[config.mk]
export PLATFORM = sky130hd
export DESIGN_NAME = lsbd_decoder
export DESIGN_NICKNAME = d
export VERILOG_FILES = /design/src/pkg/lsbd_pkg.sv /design/src/rtl/lsbd_ea_len.sv /design/src/rtl/lsbd_decoder.sv
export VERILOG_INCLUDE_DIRS = /design/src /design/src/pkg
export SDC_FILE = /design/constraint.sdc
export NUM_CORES = 1
export LEC_CHECK = 0
export BUFFER_PORTS_ARGS = -buffer_cell sky130_fd_sc_hd__buf_2
export CAP_MARGIN = 10
export CORE_MARGIN = 10
export CORE_UTILIZATION = 48
export CTS_BUF_LIST = sky130_fd_sc_hd__clkbuf_8
export DETAILED_ROUTE_END_ITERATION = 8
export GPL_TIMING_DRIVEN = 0
export PLACE_DENSITY = 0.79
export SLEW_MARGIN = 20
export SYNTH_ARGS = -nofsm -noshare
export SYNTH_HDL_FRONTEND = slang
export SYNTH_SLANG_ARGS = --single-unit
[constraint.sdc]
create_clock -name clk -period 3.3 [get_ports clk]
set_clock_uncertainty 0.15 [all_clocks]
set_input_delay 0.495 -clock clk [delete_from_list [all_inputs] [get_ports clk]]
set_output_delay 0.495 -clock clk [all_outputs]
set_load 0.02 [all_outputs]
[src/pkg/lsbd_map.svh]
// opcode patterns, sub-field codes and fixed lengths for the logic/string/branch decoder
`ifndef LSBD_MAP_SVH
`define LSBD_MAP_SVH

// masks that drop the width bit, the width and direction bits, or no bit at all
`define LSBD_MASK_W 8'hFE
`define LSBD_MASK_DW 8'hFC
`define LSBD_MASK_ALL 8'hFF

// shift and rotate group, 110100vw
`define LSBD_PAT_SHIFT 8'hD0
// logic forms with an addressing-mode byte
`define LSBD_PAT_AND 8'h20
`define LSBD_PAT_OR 8'h08
`define LSBD_PAT_XOR 8'h30
// flag-only and forms
`define LSBD_PAT_TEST_REG 8'h84
`define LSBD_PAT_TEST_IMM 8'hF6
`define LSBD_PAT_TEST_ACC 8'hA8
// string primitives and repeat prefix
`define LSBD_PAT_STR_MOVE 8'hA4
`define LSBD_PAT_STR_CMP 8'hA6
`define LSBD_PAT_STR_SCAN 8'hAE
`define LSBD_PAT_STR_LOAD 8'hAC
`define LSBD_PAT_STR_WRITE 8'hAA
`define LSBD_PAT_REPEAT 8'hF2
// procedure exits
`define LSBD_PAT_EXIT_NEAR 8'hC3
`define LSBD_PAT_EXIT_NEAR_IMM 8'hC2
`define LSBD_PAT_EXIT_FAR 8'hCB
`define LSBD_PAT_EXIT_FAR_IMM 8'hCA
// short conditional branches
`define LSBD_PAT_BR_EQUAL 8'h74
`define LSBD_PAT_BR_LESS 8'h7C
`define LSBD_PAT_BR_LESS_EQ 8'h7E
`define LSBD_PAT_BR_BELOW 8'h72
`define LSBD_PAT_BR_BELOW_EQ 8'h76

// middle field codes of the shift group and of the immediate flag-only and
`define LSBD_SUB_ROT_LEFT 3'h0
`define LSBD_SUB_ROT_RIGHT 3'h1
`define LSBD_SUB_ROT_LEFT_C 3'h2
`define LSBD_SUB_ROT_RIGHT_C 3'h3
`define LSBD_SUB_SHIFT_LEFT 3'h4
`define LSBD_SUB_LOGIC_RIGHT 3'h5
`define LSBD_SUB_ARITH_RIGHT 3'h7
`define LSBD_SUB_FLAG_AND 3'h0

// fixed lengths in bytes and the single shift count
`define LSBD_LEN_ONE 4'h1
`define LSBD_LEN_MODRM 4'h2
`define LSBD_LEN_IMM16 4'h3
`define LSBD_LEN_NONE 4'h0
`define LSBD_SINGLE_COUNT 8'h01

`endif

[src/pkg/lsbd_pkg.sv]
// types shared by the decoder files
package lsbd_pkg;
	// coarse instruction class
	typedef enum logic [2:0] {
		CLS_NONE, CLS_PREFIX, CLS_SHIFT, CLS_LOGIC, CLS_STRING, CLS_EXIT, CLS_BRANCH
	} lsbd_class_type;
	// exact operation
	typedef enum logic [4:0] {
		OP_NONE, OP_SHIFT_LEFT, OP_LOGIC_RIGHT, OP_ARITH_RIGHT,
		OP_ROT_LEFT, OP_ROT_RIGHT, OP_ROT_LEFT_C, OP_ROT_RIGHT_C,
		OP_AND, OP_OR, OP_XOR, OP_FLAG_AND,
		OP_STR_MOVE, OP_STR_COMPARE, OP_STR_SEARCH, OP_STR_LOAD, OP_STR_WRITE,
		OP_EXIT_NEAR, OP_EXIT_FAR,
		OP_BR_EQUAL, OP_BR_LESS, OP_BR_LESS_EQ, OP_BR_BELOW, OP_BR_BELOW_EQ
	} lsbd_op_type;
	// repeat prefix tracking
	typedef enum logic {ST_FRESH, ST_REPEATED} lsbd_state_type;
endpackage : lsbd_pkg

[src/rtl/lsbd_ea_len.sv]
// displacement byte count implied by an addressing-mode byte
`timescale 1ns/100ps
`default_nettype none
module lsbd_ea_len (
	input wire logic has_modrm,
	input wire logic [1:0] mod_field,
	input wire logic [2:0] rm_field,
	output logic [1:0] disp_count
);
	////////////////////////////////////////////////////////////////
	// mod 00 has no displacement except the direct address form,
	// mod 01 one byte, mod 10 two bytes, mod 11 register operand
	always_comb begin
		disp_count = 2'h0;
		if (!has_modrm) begin
			// no addressing-mode byte, nothing follows
			disp_count = 2'h0;
		end else if (mod_field == 2'h0) begin
			// direct address takes a 16-bit offset
			disp_count = (rm_field == 3'h6) ? 2'h2 : 2'h0;
		end else if (mod_field == 2'h1) begin
			disp_count = 2'h1;
		end else if (mod_field == 2'h2) begin
			disp_count = 2'h2;
		end else begin
			// register operand
			disp_count = 2'h0;
		end
	end
endmodule : lsbd_ea_len
`default_nettype wire

[src/rtl/lsbd_decoder.sv]
// logic, shift, string, return and short branch opcode decoder
`include "lsbd_map.svh"
`timescale 1ns/100ps
`default_nettype none
module lsbd_decoder (
	input wire logic clk,
	input wire logic srst,
	input wire logic in_valid,
	input wire logic [7:0] byte0,
	input wire logic [7:0] byte1,
	input wire logic [7:0] byte2,
	input wire logic [7:0] byte3,
	input wire logic [7:0] byte4,
	input wire logic [7:0] byte5,
	input wire logic [15:0] instr_addr,
	input wire logic [7:0] count_low_byte,
	input wire logic flag_zero,
	input wire logic flag_sign,
	input wire logic flag_overflow,
	input wire logic flag_carry,
	output logic in_ready,
	output var logic out_valid_q,
	output var logic claimed_q,
	output var lsbd_pkg::lsbd_class_type class_q,
	output var lsbd_pkg::lsbd_op_type op_q,
	output var logic word_op_q,
	output var logic reg_is_dest_q,
	output var logic write_back_q,
	output var logic has_modrm_q,
	output var logic [1:0] mod_q,
	output var logic [2:0] reg_q,
	output var logic [2:0] rm_q,
	output var logic [15:0] disp_q,
	output var logic imm_valid_q,
	output var logic [15:0] imm_q,
	output var logic acc_operand_q,
	output var logic count_from_reg_q,
	output var logic [7:0] shift_count_q,
	output var logic repeat_q,
	output var logic repeat_zf_match_q,
	output var logic branch_taken_q,
	output var logic [15:0] branch_target_q,
	output var logic [15:0] stack_adjust_q,
	output var logic reload_code_seg_q,
	output var logic [3:0] length_q
);
	////////////////////////////////////////////////////////////////
	// byte window and field split
	logic [7:0] win [0:5]; // instruction bytes by position
	logic width_bit; // low opcode bit
	logic dir_bit; // second opcode bit, also count source
	logic [1:0] disp_cnt; // displacement bytes after modrm
	logic [2:0] imm_idx; // position of first data byte
	logic [15:0] ea_disp; // sign-extended displacement
	logic is_repeat; // byte0 is the repeat prefix
	logic modrm_form; // opcode carries an addressing-mode byte
	lsbd_pkg::lsbd_state_type state_q; // prefix tracking
	logic rep_z_q; // low bit of last repeat prefix

	// next values of the output registers
	logic claimed_d;
	lsbd_pkg::lsbd_class_type class_d;
	lsbd_pkg::lsbd_op_type op_d;
	logic reg_is_dest_d;
	logic write_back_d;
	logic has_modrm_d;
	logic imm_valid_d;
	logic [15:0] imm_d;
	logic acc_operand_d;
	logic branch_taken_d;
	logic [15:0] stack_adjust_d;
	logic reload_code_seg_d;
	logic [3:0] length_d;
	logic repeat_d;
	logic repeat_zf_match_d;

	// match an opcode against a pattern under a mask
	function automatic logic op_is(input logic [7:0] b, input logic [7:0] m, input logic [7:0] v);
		return (b & m) == v;
	endfunction : op_is

	assign win[0] = byte0;
	assign win[1] = byte1;
	assign win[2] = byte2;
	assign win[3] = byte3;
	assign win[4] = byte4;
	assign win[5] = byte5;
	assign width_bit = byte0[0];
	assign dir_bit = byte0[1];
	assign is_repeat = op_is(byte0, `LSBD_MASK_W, `LSBD_PAT_REPEAT);
	// addressing-mode forms from byte0 and the byte1 middle field alone, so the length path has no loop through decode
	assign modrm_form = (op_is(byte0, `LSBD_MASK_DW, `LSBD_PAT_SHIFT) && byte1[5:3] != 3'h6)
		|| op_is(byte0, `LSBD_MASK_DW, `LSBD_PAT_AND) || op_is(byte0, `LSBD_MASK_DW, `LSBD_PAT_OR)
		|| op_is(byte0, `LSBD_MASK_DW, `LSBD_PAT_XOR) || op_is(byte0, `LSBD_MASK_W, `LSBD_PAT_TEST_REG)
		|| (op_is(byte0, `LSBD_MASK_W, `LSBD_PAT_TEST_IMM) && byte1[5:3] == `LSBD_SUB_FLAG_AND);
	// no stall: one instruction taken per cycle
	assign in_ready = 1'b1;

	// displacement length from the addressing-mode byte
	lsbd_ea_len u_ea_len (
		.has_modrm(modrm_form),
		.mod_field(byte1[7:6]),
		.rm_field(byte1[2:0]),
		.disp_count(disp_cnt)
	);

	// displacement value, data bytes sit after it
	always_comb begin
		ea_disp = 16'h0000;
		if (disp_cnt == 2'h1) begin
			ea_disp = {{8{byte2[7]}}, byte2};
		end else if (disp_cnt == 2'h2) begin
			ea_disp = {byte3, byte2};
		end
		imm_idx = 3'h2 + {1'b0, disp_cnt};
	end

	////////////////////////////////////////////////////////////////
	// opcode decode
	always_comb begin
		claimed_d = 1'b1;
		class_d = lsbd_pkg::CLS_NONE;
		op_d = lsbd_pkg::OP_NONE;
		reg_is_dest_d = 1'b0;
		write_back_d = 1'b0;
		has_modrm_d = 1'b0;
		imm_valid_d = 1'b0;
		imm_d = 16'h0000;
		acc_operand_d = 1'b0;
		branch_taken_d = 1'b0;
		stack_adjust_d = 16'h0000;
		reload_code_seg_d = 1'b0;
		length_d = `LSBD_LEN_ONE;
		if (is_repeat) begin
			// prefix is consumed alone
			class_d = lsbd_pkg::CLS_PREFIX;
		end else if (op_is(byte0, `LSBD_MASK_DW, `LSBD_PAT_SHIFT) && byte1[5:3] != 3'h6) begin
			// shift group, result goes back to the operand
			class_d = lsbd_pkg::CLS_SHIFT;
			has_modrm_d = 1'b1;
			write_back_d = 1'b1;
			length_d = `LSBD_LEN_MODRM + {2'b00, disp_cnt};
			case (byte1[5:3])
				`LSBD_SUB_SHIFT_LEFT: op_d = lsbd_pkg::OP_SHIFT_LEFT;
				`LSBD_SUB_LOGIC_RIGHT: op_d = lsbd_pkg::OP_LOGIC_RIGHT;
				`LSBD_SUB_ARITH_RIGHT: op_d = lsbd_pkg::OP_ARITH_RIGHT;
				`LSBD_SUB_ROT_LEFT: op_d = lsbd_pkg::OP_ROT_LEFT;
				`LSBD_SUB_ROT_RIGHT: op_d = lsbd_pkg::OP_ROT_RIGHT;
				`LSBD_SUB_ROT_LEFT_C: op_d = lsbd_pkg::OP_ROT_LEFT_C;
				default: op_d = lsbd_pkg::OP_ROT_RIGHT_C;
			endcase
		end else if (op_is(byte0, `LSBD_MASK_DW, `LSBD_PAT_AND) || op_is(byte0, `LSBD_MASK_DW, `LSBD_PAT_OR)
			|| op_is(byte0, `LSBD_MASK_DW, `LSBD_PAT_XOR)) begin
			// register with register or memory, direction bit steers
			class_d = lsbd_pkg::CLS_LOGIC;
			has_modrm_d = 1'b1;
			write_back_d = 1'b1;
			reg_is_dest_d = dir_bit;
			length_d = `LSBD_LEN_MODRM + {2'b00, disp_cnt};
			if (op_is(byte0, `LSBD_MASK_DW, `LSBD_PAT_AND)) begin
				op_d = lsbd_pkg::OP_AND;
			end else if (op_is(byte0, `LSBD_MASK_DW, `LSBD_PAT_OR)) begin
				op_d = lsbd_pkg::OP_OR;
			end else begin
				op_d = lsbd_pkg::OP_XOR;
			end
		end else if (op_is(byte0, `LSBD_MASK_W, `LSBD_PAT_TEST_REG)) begin
			// flags only, nothing written
			class_d = lsbd_pkg::CLS_LOGIC;
			op_d = lsbd_pkg::OP_FLAG_AND;
			has_modrm_d = 1'b1;
			length_d = `LSBD_LEN_MODRM + {2'b00, disp_cnt};
		end else if (op_is(byte0, `LSBD_MASK_W, `LSBD_PAT_TEST_IMM) && byte1[5:3] == `LSBD_SUB_FLAG_AND) begin
			// immediate after any displacement
			class_d = lsbd_pkg::CLS_LOGIC;
			op_d = lsbd_pkg::OP_FLAG_AND;
			has_modrm_d = 1'b1;
			imm_valid_d = 1'b1;
			imm_d = width_bit ? {win[imm_idx + 3'h1], win[imm_idx]} : {8'h00, win[imm_idx]};
			length_d = `LSBD_LEN_IMM16 + {2'b00, disp_cnt} + {3'b000, width_bit};
		end else if (op_is(byte0, `LSBD_MASK_W, `LSBD_PAT_TEST_ACC)) begin
			// accumulator against data right after the opcode
			class_d = lsbd_pkg::CLS_LOGIC;
			op_d = lsbd_pkg::OP_FLAG_AND;
			acc_operand_d = 1'b1;
			imm_valid_d = 1'b1;
			imm_d = width_bit ? {byte2, byte1} : {8'h00, byte1};
			length_d = `LSBD_LEN_MODRM + {3'b000, width_bit};
		end else if (op_is(byte0, `LSBD_MASK_W, `LSBD_PAT_STR_MOVE)) begin
			class_d = lsbd_pkg::CLS_STRING;
			op_d = lsbd_pkg::OP_STR_MOVE;
		end else if (op_is(byte0, `LSBD_MASK_W, `LSBD_PAT_STR_CMP)) begin
			class_d = lsbd_pkg::CLS_STRING;
			op_d = lsbd_pkg::OP_STR_COMPARE;
		end else if (op_is(byte0, `LSBD_MASK_W, `LSBD_PAT_STR_SCAN)) begin
			class_d = lsbd_pkg::CLS_STRING;
			op_d = lsbd_pkg::OP_STR_SEARCH;
			acc_operand_d = 1'b1;
		end else if (op_is(byte0, `LSBD_MASK_W, `LSBD_PAT_STR_LOAD)) begin
			// element lands in the accumulator
			class_d = lsbd_pkg::CLS_STRING;
			op_d = lsbd_pkg::OP_STR_LOAD;
			acc_operand_d = 1'b1;
		end else if (op_is(byte0, `LSBD_MASK_W, `LSBD_PAT_STR_WRITE)) begin
			// element taken from the accumulator
			class_d = lsbd_pkg::CLS_STRING;
			op_d = lsbd_pkg::OP_STR_WRITE;
			acc_operand_d = 1'b1;
		end else if (op_is(byte0, `LSBD_MASK_ALL, `LSBD_PAT_EXIT_NEAR)) begin
			class_d = lsbd_pkg::CLS_EXIT;
			op_d = lsbd_pkg::OP_EXIT_NEAR;
		end else if (op_is(byte0, `LSBD_MASK_ALL, `LSBD_PAT_EXIT_FAR)) begin
			class_d = lsbd_pkg::CLS_EXIT;
			op_d = lsbd_pkg::OP_EXIT_FAR;
			reload_code_seg_d = 1'b1;
		end else if (op_is(byte0, `LSBD_MASK_ALL, `LSBD_PAT_EXIT_NEAR_IMM)) begin
			// low byte first
			class_d = lsbd_pkg::CLS_EXIT;
			op_d = lsbd_pkg::OP_EXIT_NEAR;
			stack_adjust_d = {byte2, byte1};
			length_d = `LSBD_LEN_IMM16;
		end else if (op_is(byte0, `LSBD_MASK_ALL, `LSBD_PAT_EXIT_FAR_IMM)) begin
			class_d = lsbd_pkg::CLS_EXIT;
			op_d = lsbd_pkg::OP_EXIT_FAR;
			reload_code_seg_d = 1'b1;
			stack_adjust_d = {byte2, byte1};
			length_d = `LSBD_LEN_IMM16;
		end else if (byte0 == `LSBD_PAT_BR_EQUAL) begin
			class_d = lsbd_pkg::CLS_BRANCH;
			op_d = lsbd_pkg::OP_BR_EQUAL;
			branch_taken_d = flag_zero;
			length_d = `LSBD_LEN_MODRM;
		end else if (byte0 == `LSBD_PAT_BR_LESS) begin
			class_d = lsbd_pkg::CLS_BRANCH;
			op_d = lsbd_pkg::OP_BR_LESS;
			branch_taken_d = flag_sign ^ flag_overflow;
			length_d = `LSBD_LEN_MODRM;
		end else if (byte0 == `LSBD_PAT_BR_LESS_EQ) begin
			class_d = lsbd_pkg::CLS_BRANCH;
			op_d = lsbd_pkg::OP_BR_LESS_EQ;
			branch_taken_d = flag_zero | (flag_sign ^ flag_overflow);
			length_d = `LSBD_LEN_MODRM;
		end else if (byte0 == `LSBD_PAT_BR_BELOW) begin
			class_d = lsbd_pkg::CLS_BRANCH;
			op_d = lsbd_pkg::OP_BR_BELOW;
			branch_taken_d = flag_carry;
			length_d = `LSBD_LEN_MODRM;
		end else if (byte0 == `LSBD_PAT_BR_BELOW_EQ) begin
			class_d = lsbd_pkg::CLS_BRANCH;
			op_d = lsbd_pkg::OP_BR_BELOW_EQ;
			branch_taken_d = flag_carry | flag_zero;
			length_d = `LSBD_LEN_MODRM;
		end else begin
			// opcode for a neighbouring decoder
			claimed_d = 1'b0;
			length_d = `LSBD_LEN_NONE;
		end
		// repeat applies to string primitives only
		repeat_d = (state_q == lsbd_pkg::ST_REPEATED) && (class_d == lsbd_pkg::CLS_STRING);
		repeat_zf_match_d = repeat_d && rep_z_q
			&& (op_d == lsbd_pkg::OP_STR_COMPARE || op_d == lsbd_pkg::OP_STR_SEARCH);
	end

	////////////////////////////////////////////////////////////////
	// repeat prefix tracking
	always_ff @(posedge clk) begin
		if (srst) begin
			state_q <= lsbd_pkg::ST_FRESH;
		end else if (in_valid) begin
			case (state_q)
				// prefix arms the next instruction
				lsbd_pkg::ST_FRESH: state_q <= is_repeat ? lsbd_pkg::ST_REPEATED : lsbd_pkg::ST_FRESH;
				// any instruction after it other than another prefix disarms
				default: state_q <= is_repeat ? lsbd_pkg::ST_REPEATED : lsbd_pkg::ST_FRESH;
			endcase
		end
	end

	// zero-flag match value of the prefix
	always_ff @(posedge clk) begin
		if (srst) begin
			rep_z_q <= 1'b0;
		end else if (in_valid && is_repeat) begin
			rep_z_q <= byte0[0];
		end
	end

	////////////////////////////////////////////////////////////////
	// result valid strobe
	always_ff @(posedge clk) begin
		if (srst) begin
			out_valid_q <= 1'b0;
		end else begin
			out_valid_q <= in_valid;
		end
	end

	// decoded fields, held until the next instruction
	always_ff @(posedge clk) begin
		if (srst) begin
			claimed_q <= 1'b0;
			class_q <= lsbd_pkg::CLS_NONE;
			op_q <= lsbd_pkg::OP_NONE;
			word_op_q <= 1'b0;
			reg_is_dest_q <= 1'b0;
			write_back_q <= 1'b0;
			has_modrm_q <= 1'b0;
			mod_q <= 2'h0;
			reg_q <= 3'h0;
			rm_q <= 3'h0;
			disp_q <= 16'h0000;
			imm_valid_q <= 1'b0;
			imm_q <= 16'h0000;
			acc_operand_q <= 1'b0;
			length_q <= `LSBD_LEN_NONE;
			repeat_q <= 1'b0;
			repeat_zf_match_q <= 1'b0;
		end else if (in_valid) begin
			claimed_q <= claimed_d;
			class_q <= class_d;
			op_q <= op_d;
			word_op_q <= width_bit;
			reg_is_dest_q <= reg_is_dest_d;
			write_back_q <= write_back_d;
			has_modrm_q <= has_modrm_d;
			mod_q <= byte1[7:6];
			reg_q <= byte1[5:3];
			rm_q <= byte1[2:0];
			disp_q <= ea_disp;
			imm_valid_q <= imm_valid_d;
			imm_q <= imm_d;
			acc_operand_q <= acc_operand_d;
			length_q <= length_d;
			repeat_q <= repeat_d;
			repeat_zf_match_q <= repeat_zf_match_d;
		end
	end

	// shift count source
	always_ff @(posedge clk) begin
		if (srst) begin
			count_from_reg_q <= 1'b0;
			shift_count_q <= `LSBD_SINGLE_COUNT;
		end else if (in_valid) begin
			count_from_reg_q <= dir_bit;
			shift_count_q <= dir_bit ? count_low_byte : `LSBD_SINGLE_COUNT;
		end
	end

	// branch, stack and segment effects
	always_ff @(posedge clk) begin
		if (srst) begin
			branch_taken_q <= 1'b0;
			branch_target_q <= 16'h0000;
			stack_adjust_q <= 16'h0000;
			reload_code_seg_q <= 1'b0;
		end else if (in_valid) begin
			branch_taken_q <= branch_taken_d;
			// offset counts from the byte after the branch
			branch_target_q <= instr_addr + {12'h000, `LSBD_LEN_MODRM} + {{8{byte1[7]}}, byte1};
			stack_adjust_q <= stack_adjust_d;
			reload_code_seg_q <= reload_code_seg_d;
		end
	end
endmodule : lsbd_decoder
`default_nettype wire

==> qor.csv, run 1 <==
stage,metric,value,unit
setup_path,CP endpoint kind,register,
logic_synthesis,"FFs w/ async S/R, synth",0,%
sta,Pins Over Slew Limit,0,
sta,Final Hold Fails,0,
grt,GRT Total Usage,22.0,%
finish,fin nets,962,
logic_synthesis,syn_nets,768,
logic_synthesis,Unique masters post-synth,66,
min_path,Min-Delay Path Class,in -> reg,
sta,hold slack,0.157,ns
floorplanning,Core Region,11900,um^2
placed_design,placed cell area,6880,um^2
detailed_routing,number of detailed-route iterations in the first pass,6,
floorplanning,Horiz. Die Dim,130,um
floorplanning,I/O Pins,185,
finish,Area Growth Syn to Fin,22.6,%
cts,CTS Sinks,106,
logic_synthesis,Synth top area share,36.7,%
grt,gr ovfl total,0,
sta,Final setup viols,0,
logic_synthesis,post-synthesis sequential area ratio,36.7,%
detailed_routing,routed wire length,19600,um
grt,vias in the first global route,5385,
grt,largest net degree at the start of global routing,17,
sta,final worst path period need,3.25,ns
cts,clk root buf,clkbuf_8,
floorplanning,die extent in y,130,um
power,Leak,3.31,nW
finish,layout cells sized above 1,27.1,%
power,Power Total,2.69,mW
grt,first-pass GRT wire length,29200,um
detailed_routing,DRC viols,0,
outcome,status,"finished, final reports clean",
logic_synthesis,Syn Area/Cell,8.85,um^2
setup_path,WP data arrival,3.37,ns
logic_synthesis,"Top FF cell, synth",dfxtp_1,
power,PwrDens,379,nW/um^2
logic_synthesis,Synth top cells by count,"dfxtp_1, nor2_1, a21oi_1",
logic_synthesis,Mapped Cells,654,
setup_path,Worst Path Max Fanout,10,
finish,Non-Filler Instances,1001,
sta,setup TNS,0,ns
cts,register clock-pin slew on the reported worst setup and hold paths,0.10,ns
floorplanning,initial cell density of the core,48.6,%
placed_design,DP Wirelength,15100,um
setup_path,Setup CP Type,in -> reg,
finish,final core area utilization,59.6,%
placed_design,DP Worst Slack,-0.615,ns
cts,cts bufs inserted,9,
logic_synthesis,Syn Std Cell Area,5790,um^2
sta,Rel. slew slack,31.6,%
floorplanning,row count,40,
cts,Max clock buf depth,2,
logic_synthesis,Synth area leader,dfxtp_1,
finish,final instance area,7100,um^2
setup_path,crit path launch type,primary input,
logic_synthesis,most instantiated library cell after synthesis,dfxtp_1,
cts,Hold Buf Count CTS,0,
detailed_routing,Vias,5791,
floorplanning,Die Footprint,16900,um^2
logic_synthesis,count of state elements after synthesis,106,
logic_synthesis,Post-synth EDFFs,0,
logic_synthesis,Yosys warning count,0,
flow_run,Max-Cap Viols,0,
placed_design,Placed Cells incl. Taps,981,
setup_path,"Req. time, crit path",3.42,ns
sta,fin crit share,98.4,%
placed_design,gpl congestion,0.950,
sta,final setup margin,0.0529,ns
power,maximum VDD drop,0.311,mV
setup_path,reg2reg setup slack,2.34,ns
cts,Clock Latency Late Sink,0.39,ns
finish,register area,2120,um^2
placed_design,port bufs,180,
detailed_routing,ANT nets after route,0,
logic_synthesis,Area contributors post-synth,"dfxtp_1, ha_1, a22o_1, mux2i_1, a21oi_1",
grt,antenna violations before repair,1,
sta,Worst-Margin Slew,1.02,ns
detailed_routing,number of DRC markers in iteration 0,551,
finish,footprint of the multi-input gates,3430,um^2
cts,CTS tree,done,
detailed_routing,drt wl/cell,19.6,um
finish,fill count,1131,
detailed_routing,vias per cell,5.79,
sta,Max Fclk,308,MHz
cts,H-tree depth,3,
## sequential cells by signal (all words and copies together), names as in the netlist, 2 cells and up
name / cells
branch_target_q: 16
class_q: 3
disp_q: 16
imm_q: 16
length_q: 3
mod_q: 2
op_q: 5
reg_q: 3
rm_q: 3
shift_count_q: 8
stack_adjust_q: 16
## worst max-delay path, cell delays in order
cell and delay, ns:
buf_2 0.11, buf_6 0.13, or4b_4 0.54, a311oi_4 0.26, buf_4 0.20, nor3_4 0.08
a21oi_2 0.18, buf_6 0.18, inv_1 0.12, ha_2 0.40, nand2_1 0.10, a311o_1 0.35
o211ai_1 0.10, o22ai_1 0.09
## area by class of cell
type	count	area share, %
Sequential cell	106	29.9
Buffer	45	3.02
Tap cell	147	2.59
Clock inverter	6	0.529
Timing Repair Buffer	184	13.1
Clock buffer	9	1.75
Inverter	14	0.741
Antenna cell	2	0.0705
Multi-Input combinational cell	488	48.3
## worst paths after layout
check,start,endpoint,cells after the start
worst max-delay path,byte0[3],imm_q[15]$_SDFFE_PP0P_,14
worst max register to register,imm_q[8]$_SDFFE_PP0P_,imm_q[8]$_SDFFE_PP0P_,3
worst min-delay path,count_low_byte[1],shift_count_q[1]$_SDFFE_PP0P_,2
worst min register to register,class_q[2]$_SDFFE_PP0P_,class_q[2]$_SDFFE_PP0P_,2
## kinds of logic after synthesis
family	Yosys count	share of synthesized area (%)
other	2	0.130
AOI/OAI and AO/OA	182	23.0
muxes	40	7.09
buffers and inverters	60	4.56
and+or+nand+nor	214	18.6
DFF	106	36.7
adders and majority gates	35	7.69
xor gates and xnor gates	15	2.27
## power breakdown
part           internal (mW)  leakage, nW  switching (mW)  total (mW)
combinational          0.240         2.37           0.380       0.620
clock                  0.265       0.0760           0.457       0.721
sequential              1.33        0.863          0.0229        1.35
total                   1.83         3.31           0.859        2.69
## routing by layer
layer	up-vias	global-route usage, %	wire length [um]
met4	0	8.07	536
met5	-	0	0
met1	2710	27.4	8120
li1	2784	-	-
met3	38	7.10	1750
met2	259	34.8	9180
## timing repair
| item | CTS | global route |
|---|---|---|
| setup buffers | 1 | 3 |
| setup endpoints to repair | 8 | 15 |
| pin swaps | 1 | 2 |
| gates resized for setup | 4 | 4 |
## cell usage in the layout (no fill, tap or decap), types with 14 or more instances in the layout
cell	n
nor3_1	24
nand2b_1	14
inv_1	16
nand2_1	45
a211oi_1	15
nand3_1	17
ha_1	33
buf_2	188
o21ai_0	21
nor2_1	65
a21oi_1	49
dfxtp_1	106
nor2b_1	14
clkbuf_1	26
a22o_1	38
mux2i_1	32
Note: power is estimated with default switching activity, not from simulation.
==> run 2: changes to the inputs <==
--- a/config.mk
+++ b/config.mk
@@ -17,4 +17,5 @@
 export SLEW_MARGIN = 20
 export SYNTH_ARGS = -nofsm -noshare
 export SYNTH_HDL_FRONTEND = slang
+export SYNTH_HIERARCHICAL = 1
 export SYNTH_SLANG_ARGS = --single-unit
==> qor.csv, run 2 <==
stage,metric,value,unit
detailed_routing,vias per cell,6.08,
logic_synthesis,Yosys warning count,6,
setup_path,CP Cell Sequence,"buf_12, or4b_4, or4_4, nand4_4, and3_4, clkbuf_16, inv_8, ha_4, buf_6, mux4_2, a22oi_2, o21ai_1, a22o_1",
floorplanning,Die Footprint,16700,um^2
floorplanning,I/O Pins,185,
power,Power Total,2.84,mW
logic_synthesis,Unique masters post-synth,70,
logic_synthesis,Syn Std Cell Area,5740,um^2
placed_design,DP Wirelength,16000,um
cts,register clock-pin slew on the reported worst setup and hold paths,0.10,ns
logic_synthesis,Area contributors post-synth,"dfxtp_1, ha_1, a22o_1, mux4_2, mux2i_1",
setup_path,WP buf/inv,4,
min_path,hold path depth,2,
cts,CTS tree,done,
sta,final worst path period need,3.30,ns
min_path,HP Start,count_low_byte[7],
floorplanning,initial cell density of the core,49.6,%
cts,CTS Sinks,106,
finish,final instance area,7340,um^2
placed_design,DP Worst Slack,-0.924,ns
outcome,status,"finished, final reports clean",
logic_synthesis,Post-synth EDFFs,0,
setup_path,Worst Path Max Fanout,7,
floorplanning,row count,39,
logic_synthesis,Mapped Cells,613,
floorplanning,Core Region,11600,um^2
logic_synthesis,Syn Area/Cell,9.36,um^2
finish,layout cells sized above 1,34.4,%
detailed_routing,DRC viols,0,
floorplanning,Horiz. Die Dim,129,um
cts,cts bufs inserted,9,
placed_design,gpl congestion,0.953,
setup_path,crit path launch type,primary input,
setup_path,"Slowest-stage cell, CP",or4_4,
finish,"most common cell after layout, fill and taps aside",buf_2,
finish,fill count,978,
finish,register area,2120,um^2
logic_synthesis,count of state elements after synthesis,106,
sta,Final Hold Fails,0,
detailed_routing,drt wl/cell,21.6,um
setup_path,Worst path max stage delay,0.55,ns
detailed_routing,number of detailed-route iterations in the first pass,5,
detailed_routing,Vias,5850,
setup_path,WP data arrival,3.43,ns
grt,gr ovfl total,0,
setup_path,reg2reg setup slack,1.96,ns
cts,H-tree depth,3,
sta,RSZ-0062 raised after global routing,yes,
finish,most frequent cells in the layout,"buf_2, dfxtp_1, nor2_1",
setup_path,worst r2r src,state_q$_SDFFE_PP0P_,
setup_path,Worst Reg-to-Reg Cells,3,
cts,clk root buf,clkbuf_8,
logic_synthesis,Synth area leader,dfxtp_1,
logic_synthesis,"FFs w/ async S/R, synth",0,%
setup_path,CP endpoint kind,register,
setup_path,RR Endpoint,repeat_zf_match_q$_SDFFE_PP0P_,
logic_synthesis,"Top FF cell, synth",dfxtp_1,
setup_path,top cell family by delay on the critical path,simple AND/OR/NAND/NOR gates,
sta,hold slack,0.167,ns
logic_synthesis,post-synthesis sequential area ratio,37.0,%
logic_synthesis,Synth top area share,37.0,%
detailed_routing,number of DRC markers in iteration 0,495,
finish,Ant. Diodes,0,
grt,largest net degree at the start of global routing,19,
cts,Clock Latency Late Sink,0.38,ns
grt,GRT Total Usage,23.8,%
sta,Worst-Margin Slew,0.950,ns
placed_design,placed cell area,6980,um^2
grt,antenna violations before repair,0,
finish,footprint of the multi-input gates,3510,um^2
flow_run,Max-Cap Viols,0,
logic_synthesis,Synth top cells by count,"dfxtp_1, nor2_1, a22o_1",
sta,Max Fclk,303,MHz
sta,Final setup viols,0,
min_path,worst hold path endpoint,shift_count_q[7]$_SDFFE_PP0P_,
logic_synthesis,syn_nets,727,
floorplanning,die extent in y,129,um
detailed_routing,ANT nets after route,0,
grt,vias in the first global route,5842,
setup_path,"Req. time, crit path",3.43,ns
finish,Area Growth Syn to Fin,27.9,%
sta,Pins Over Slew Limit,0,
finish,Non-Filler Instances,962,
power,PwrDens,386,nW/um^2
finish,fin nets,928,
logic_synthesis,most instantiated library cell after synthesis,dfxtp_1,
min_path,Min-Delay Path Class,in -> reg,
power,maximum VDD drop,0.215,mV
placed_design,port bufs,180,
sta,Rel. slew slack,36.2,%
sta,fin crit share,99.9,%
setup_path,Setup CP Type,in -> reg,
sta,final setup margin,0.00282,ns
placed_design,Placed Cells incl. Taps,936,
cts,Max clock buf depth,2,
grt,first-pass GRT wire length,31400,um
power,Leak,3.46,nW
detailed_routing,routed wire length,20800,um
## run 2: cell types whose count changed in the layout (fill, tap and decap cells not counted), sizes merged, moves of 8 or more
cell    change
mux4       +15
o21ai      +18
mux2i       -9
nor2        -9
a21oi      -26
a211oi      -9
buf         +8
a22o       +10
o22ai      -11
nand3       -8
a221o       -8
## run 2: worst max path at each step
| stage | endpoint | depth (start not counted) | start | slack, ns |
|---|---|---|---|---|
| 2_1_floorplan | imm_q[14]$_SDFFE_PP0P_ | 15 | byte1[3] | -0.47 |
| 3_3_place_gp | imm_q[15]$_SDFFE_PP0P_ | 15 | byte0[2] | -0.90 |
| 3_5_place_dp | imm_q[12]$_SDFFE_PP0P_ | 16 | byte1[5] | -0.92 |
| 4_1_cts | imm_q[8]$_SDFFE_PP0P_ | 14 | byte1[3] | 0.05 |
| 5_1_grt | imm_q[13]$_SDFFE_PP0P_ | 13 | byte1[3] | -0.03 |
| 6_report | imm_q[13]$_SDFFE_PP0P_ | 13 | byte1[3] | 0.003 |
## run 2: cell families after synthesis
logic type,synth area share (%)
XOR/XNOR,1.53
adder cells (fa/ha/maj),7.76
AND/OR/NAND/NOR,16.0
multiplexers,11.3
other,0.131
buffers and inverters,4.47
flip-flops,37.0
AO/OA/AOI/OAI,21.8
## run 2: metal layers
layer / wire [um] / share of wire, % / vias to the layer above / GRT usage [%]
li1: - / - / 2677 / -
met1: 8240 / 40 / 2805 / 28.7
met2: 9870 / 47 / 337 / 40.4
met3: 2310 / 11 / 31 / 6.16
met4: 403 / 1.9 / 0 / 7.96
met5: 0 / 0 / - / 0
## run 2: metrics by stage
stage	util [%]	TNS, ns
finish	63.5	0
global route	63.5	-0.0318
CTS	62.5	0
detailed placement	60.3	-20.60
global placement	60.3	-19.74
floorplan	-	-4.54
## run 2: area by class of cell
| type | instances | share of cell area (%) |
|---|---|---|
| multi-input combinational | 447 | 47.8 |
| sequential | 106 | 28.9 |
| timing repair buffer | 196 | 14.5 |
| buffer | 34 | 2.52 |
| tap | 143 | 2.44 |
| clock buffer | 9 | 1.69 |
| inverter | 20 | 1.12 |
| clock inverter | 7 | 1.01 |
## run 2: report_power, final
| part | switching, mW | internal [mW] |
|---|---|---|
| Combinational | 0.397 | 0.257 |
| Sequential | 0.0270 | 1.33 |
| Clock | 0.471 | 0.358 |
| Total | 0.894 | 1.94 |
## run 2: what timing repair did
item	4_1_cts	5_1_grt
setup buffers	9	7
hold buffers	0	0
resized for setup	10	25
endpoints found under the hold margin	0	0
pin swaps	3	5
setup endpoints to repair	25	21
==> run 3: changes to the inputs <==
--- a/config.mk
+++ b/config.mk
@@ -13,9 +13,10 @@
 export CTS_BUF_LIST = sky130_fd_sc_hd__clkbuf_8
 export DETAILED_ROUTE_END_ITERATION = 8
 export GPL_TIMING_DRIVEN = 0
+export HOLD_SLACK_MARGIN = 0.12
 export PLACE_DENSITY = 0.79
+export SETUP_SLACK_MARGIN = 0.2
 export SLEW_MARGIN = 20
 export SYNTH_ARGS = -nofsm -noshare
 export SYNTH_HDL_FRONTEND = slang
-export SYNTH_HIERARCHICAL = 1
 export SYNTH_SLANG_ARGS = --single-unit
==> qor.csv, run 3 (synthesized netlist as in run 1, its figures left out) <==
stage,metric,value,unit
setup_path,CP Cell Sequence,"buf_2, buf_6, or4b_4, a311oi_4, buf_4, nor3_4, a21oi_2, buf_6, inv_2, ha_4, nand2_1, a311o_1, o211ai_1, o22ai_1",
grt,vias in the first global route,5639,
detailed_routing,ANT nets after route,0,
finish,Ant. Diodes,0,
sta,Final Hold Fails,0,
setup_path,Worst path max stage delay,0.53,ns
cts,CTS Sinks,106,
detailed_routing,Vias,5869,
min_path,Min-Delay Path Class,in -> reg,
floorplanning,Die Footprint,16900,um^2
finish,Non-Filler Instances,1001,
detailed_routing,vias per cell,5.86,
grt,antenna violations before repair,0,
floorplanning,initial cell density of the core,48.6,%
floorplanning,die extent in y,130,um
setup_path,Worst Reg-to-Reg Cells,3,
detailed_routing,drt wl/cell,19.7,um
finish,layout cells sized above 1,27.9,%
finish,final instance area,7150,um^2
grt,GR Layer Usage met1,28.5,%
sta,Rel. slew slack,38.6,%
cts,Clock Latency Late Sink,0.39,ns
finish,most frequent cells in the layout,"buf_2, dfxtp_1, nor2_1",
flow_run,Max-Cap Viols,0,
cts,register clock-pin slew on the reported worst setup and hold paths,0.11,ns
placed_design,Placed Cells incl. Taps,981,
sta,fin crit share,90.9,%
power,PwrDens,387,nW/um^2
setup_path,"Req. time, crit path",3.42,ns
finish,Area Growth Syn to Fin,23.5,%
power,maximum VDD drop,0.285,mV
sta,final worst path period need,3.00,ns
cts,H-tree depth,3,
cts,Max clock buf depth,2,
finish,fin nets,963,
setup_path,crit-path most repeated cell,buf_6,
setup_path,crit path launch type,primary input,
grt,grt peak-use layer,met2,
grt,GRT Total Usage,22.6,%
sta,Worst-Margin Slew,0.913,ns
grt,gr ovfl total,0,
setup_path,WP data arrival,3.12,ns
grt,first-pass GRT wire length,30200,um
sta,Max Fclk,333,MHz
floorplanning,I/O Pins,185,
grt,M3 GR Usage,6.13,%
sta,RSZ-0062 raised after global routing,no,
finish,"most common cell after layout, fill and taps aside",buf_2,
setup_path,reg2reg setup slack,2.35,ns
sta,Pins Over Slew Limit,0,
detailed_routing,number of DRC markers in iteration 0,668,
setup_path,"Slowest-stage cell, CP",or4b_4,
power,Leak,3.34,nW
setup_path,Worst Path Max Fanout,10,
placed_design,DP Wirelength,15100,um
floorplanning,Horiz. Die Dim,130,um
cts,cts bufs inserted,9,
min_path,hold path depth,2,
detailed_routing,DRC viols,0,
floorplanning,row count,40,
sta,Final setup viols,0,
outcome,status,"finished, final reports clean",
grt,GRT met2 Usage,36.0,%
cts,CTS tree,done,
cts,clk root buf,clkbuf_8,
setup_path,CP endpoint kind,register,
detailed_routing,routed wire length,19800,um
grt,largest net degree at the start of global routing,19,
floorplanning,Core Region,11900,um^2
placed_design,placed cell area,6900,um^2
cts,Hold Buf Count CTS,0,
finish,fill count,1102,
placed_design,gpl congestion,0.946,
placed_design,port bufs,180,
detailed_routing,number of detailed-route iterations in the first pass,6,
setup_path,Setup CP Type,in -> reg,
## run 3: per-stage QoR
stage | setup TNS, ns | setup slack [ns] | hold slack [ns] | power, mW | utilization [%]
floorplan | 0 | 0.206 | 0.287 | 1.77 | -
global placement | -5.42 | -0.432 | 0.271 | 1.98 | 57.9
detailed placement | -5.65 | -0.417 | 0.275 | 1.99 | 57.9
CTS | 0 | 0.236 | 0.145 | 2.77 | 59.9
global route | 0 | 0.180 | 0.143 | 2.91 | 60.0
finish | 0 | 0.300 | 0.148 | 2.77 | 60.0
## run 3: path summary, 6_finish.rpt
path / end / startpoint
max: imm_q[15]$_SDFFE_PP0P_ / byte0[3]
min: shift_count_q[1]$_SDFFE_PP0P_ / count_low_byte[1]
max reg2reg: imm_q[10]$_SDFFE_PP0P_ / imm_q[10]$_SDFFE_PP0P_
min reg2reg: class_q[2]$_SDFFE_PP0P_ / class_q[2]$_SDFFE_PP0P_
## run 3: what timing repair did
action                     4_1_cts  5_1_grt
setup buffers                    5        0
gates resized for setup          1        8
setup endpoints to repair       13       17
pin swaps                        3        0
## run 3: metal layers
layer  vias up  share of wire, %
met5         -                 0
met4         0               2.8
met3        39               9.2
met2       272                47
met1      2762                41
li1       2796                 -
## run 3: worst max-delay path, delay by kind of cell
kind | cells | cell delay (ns)
buffers and inverters | 5 | 0.72
adder cells (fa/ha/maj) | 1 | 0.31
AO/OA/AOI/OAI | 5 | 0.91
AND/OR/NAND/NOR | 3 | 0.69
## run 3: cell type report
type / instances / area [um^2] / area share [%]
multi-input combinational: 488 / 3450 / 48.2
tap: 147 / 184 / 2.57
inverter: 14 / 52.6 / 0.735
buffer: 45 / 221 / 3.10
clock buffer: 10 / 138 / 1.92
timing repair buffer: 185 / 938 / 13.1
sequential: 106 / 2120 / 29.7
clock inverter: 6 / 47.5 / 0.665
## run 3: power by group
| group | leakage, nW | internal [mW] | switching (mW) |
|---|---|---|---|
| clock network | 0.0937 | 0.304 | 0.493 |
| registers | 0.863 | 1.33 | 0.0228 |
| logic | 2.39 | 0.241 | 0.383 |
| total | 3.34 | 1.87 | 0.899 |
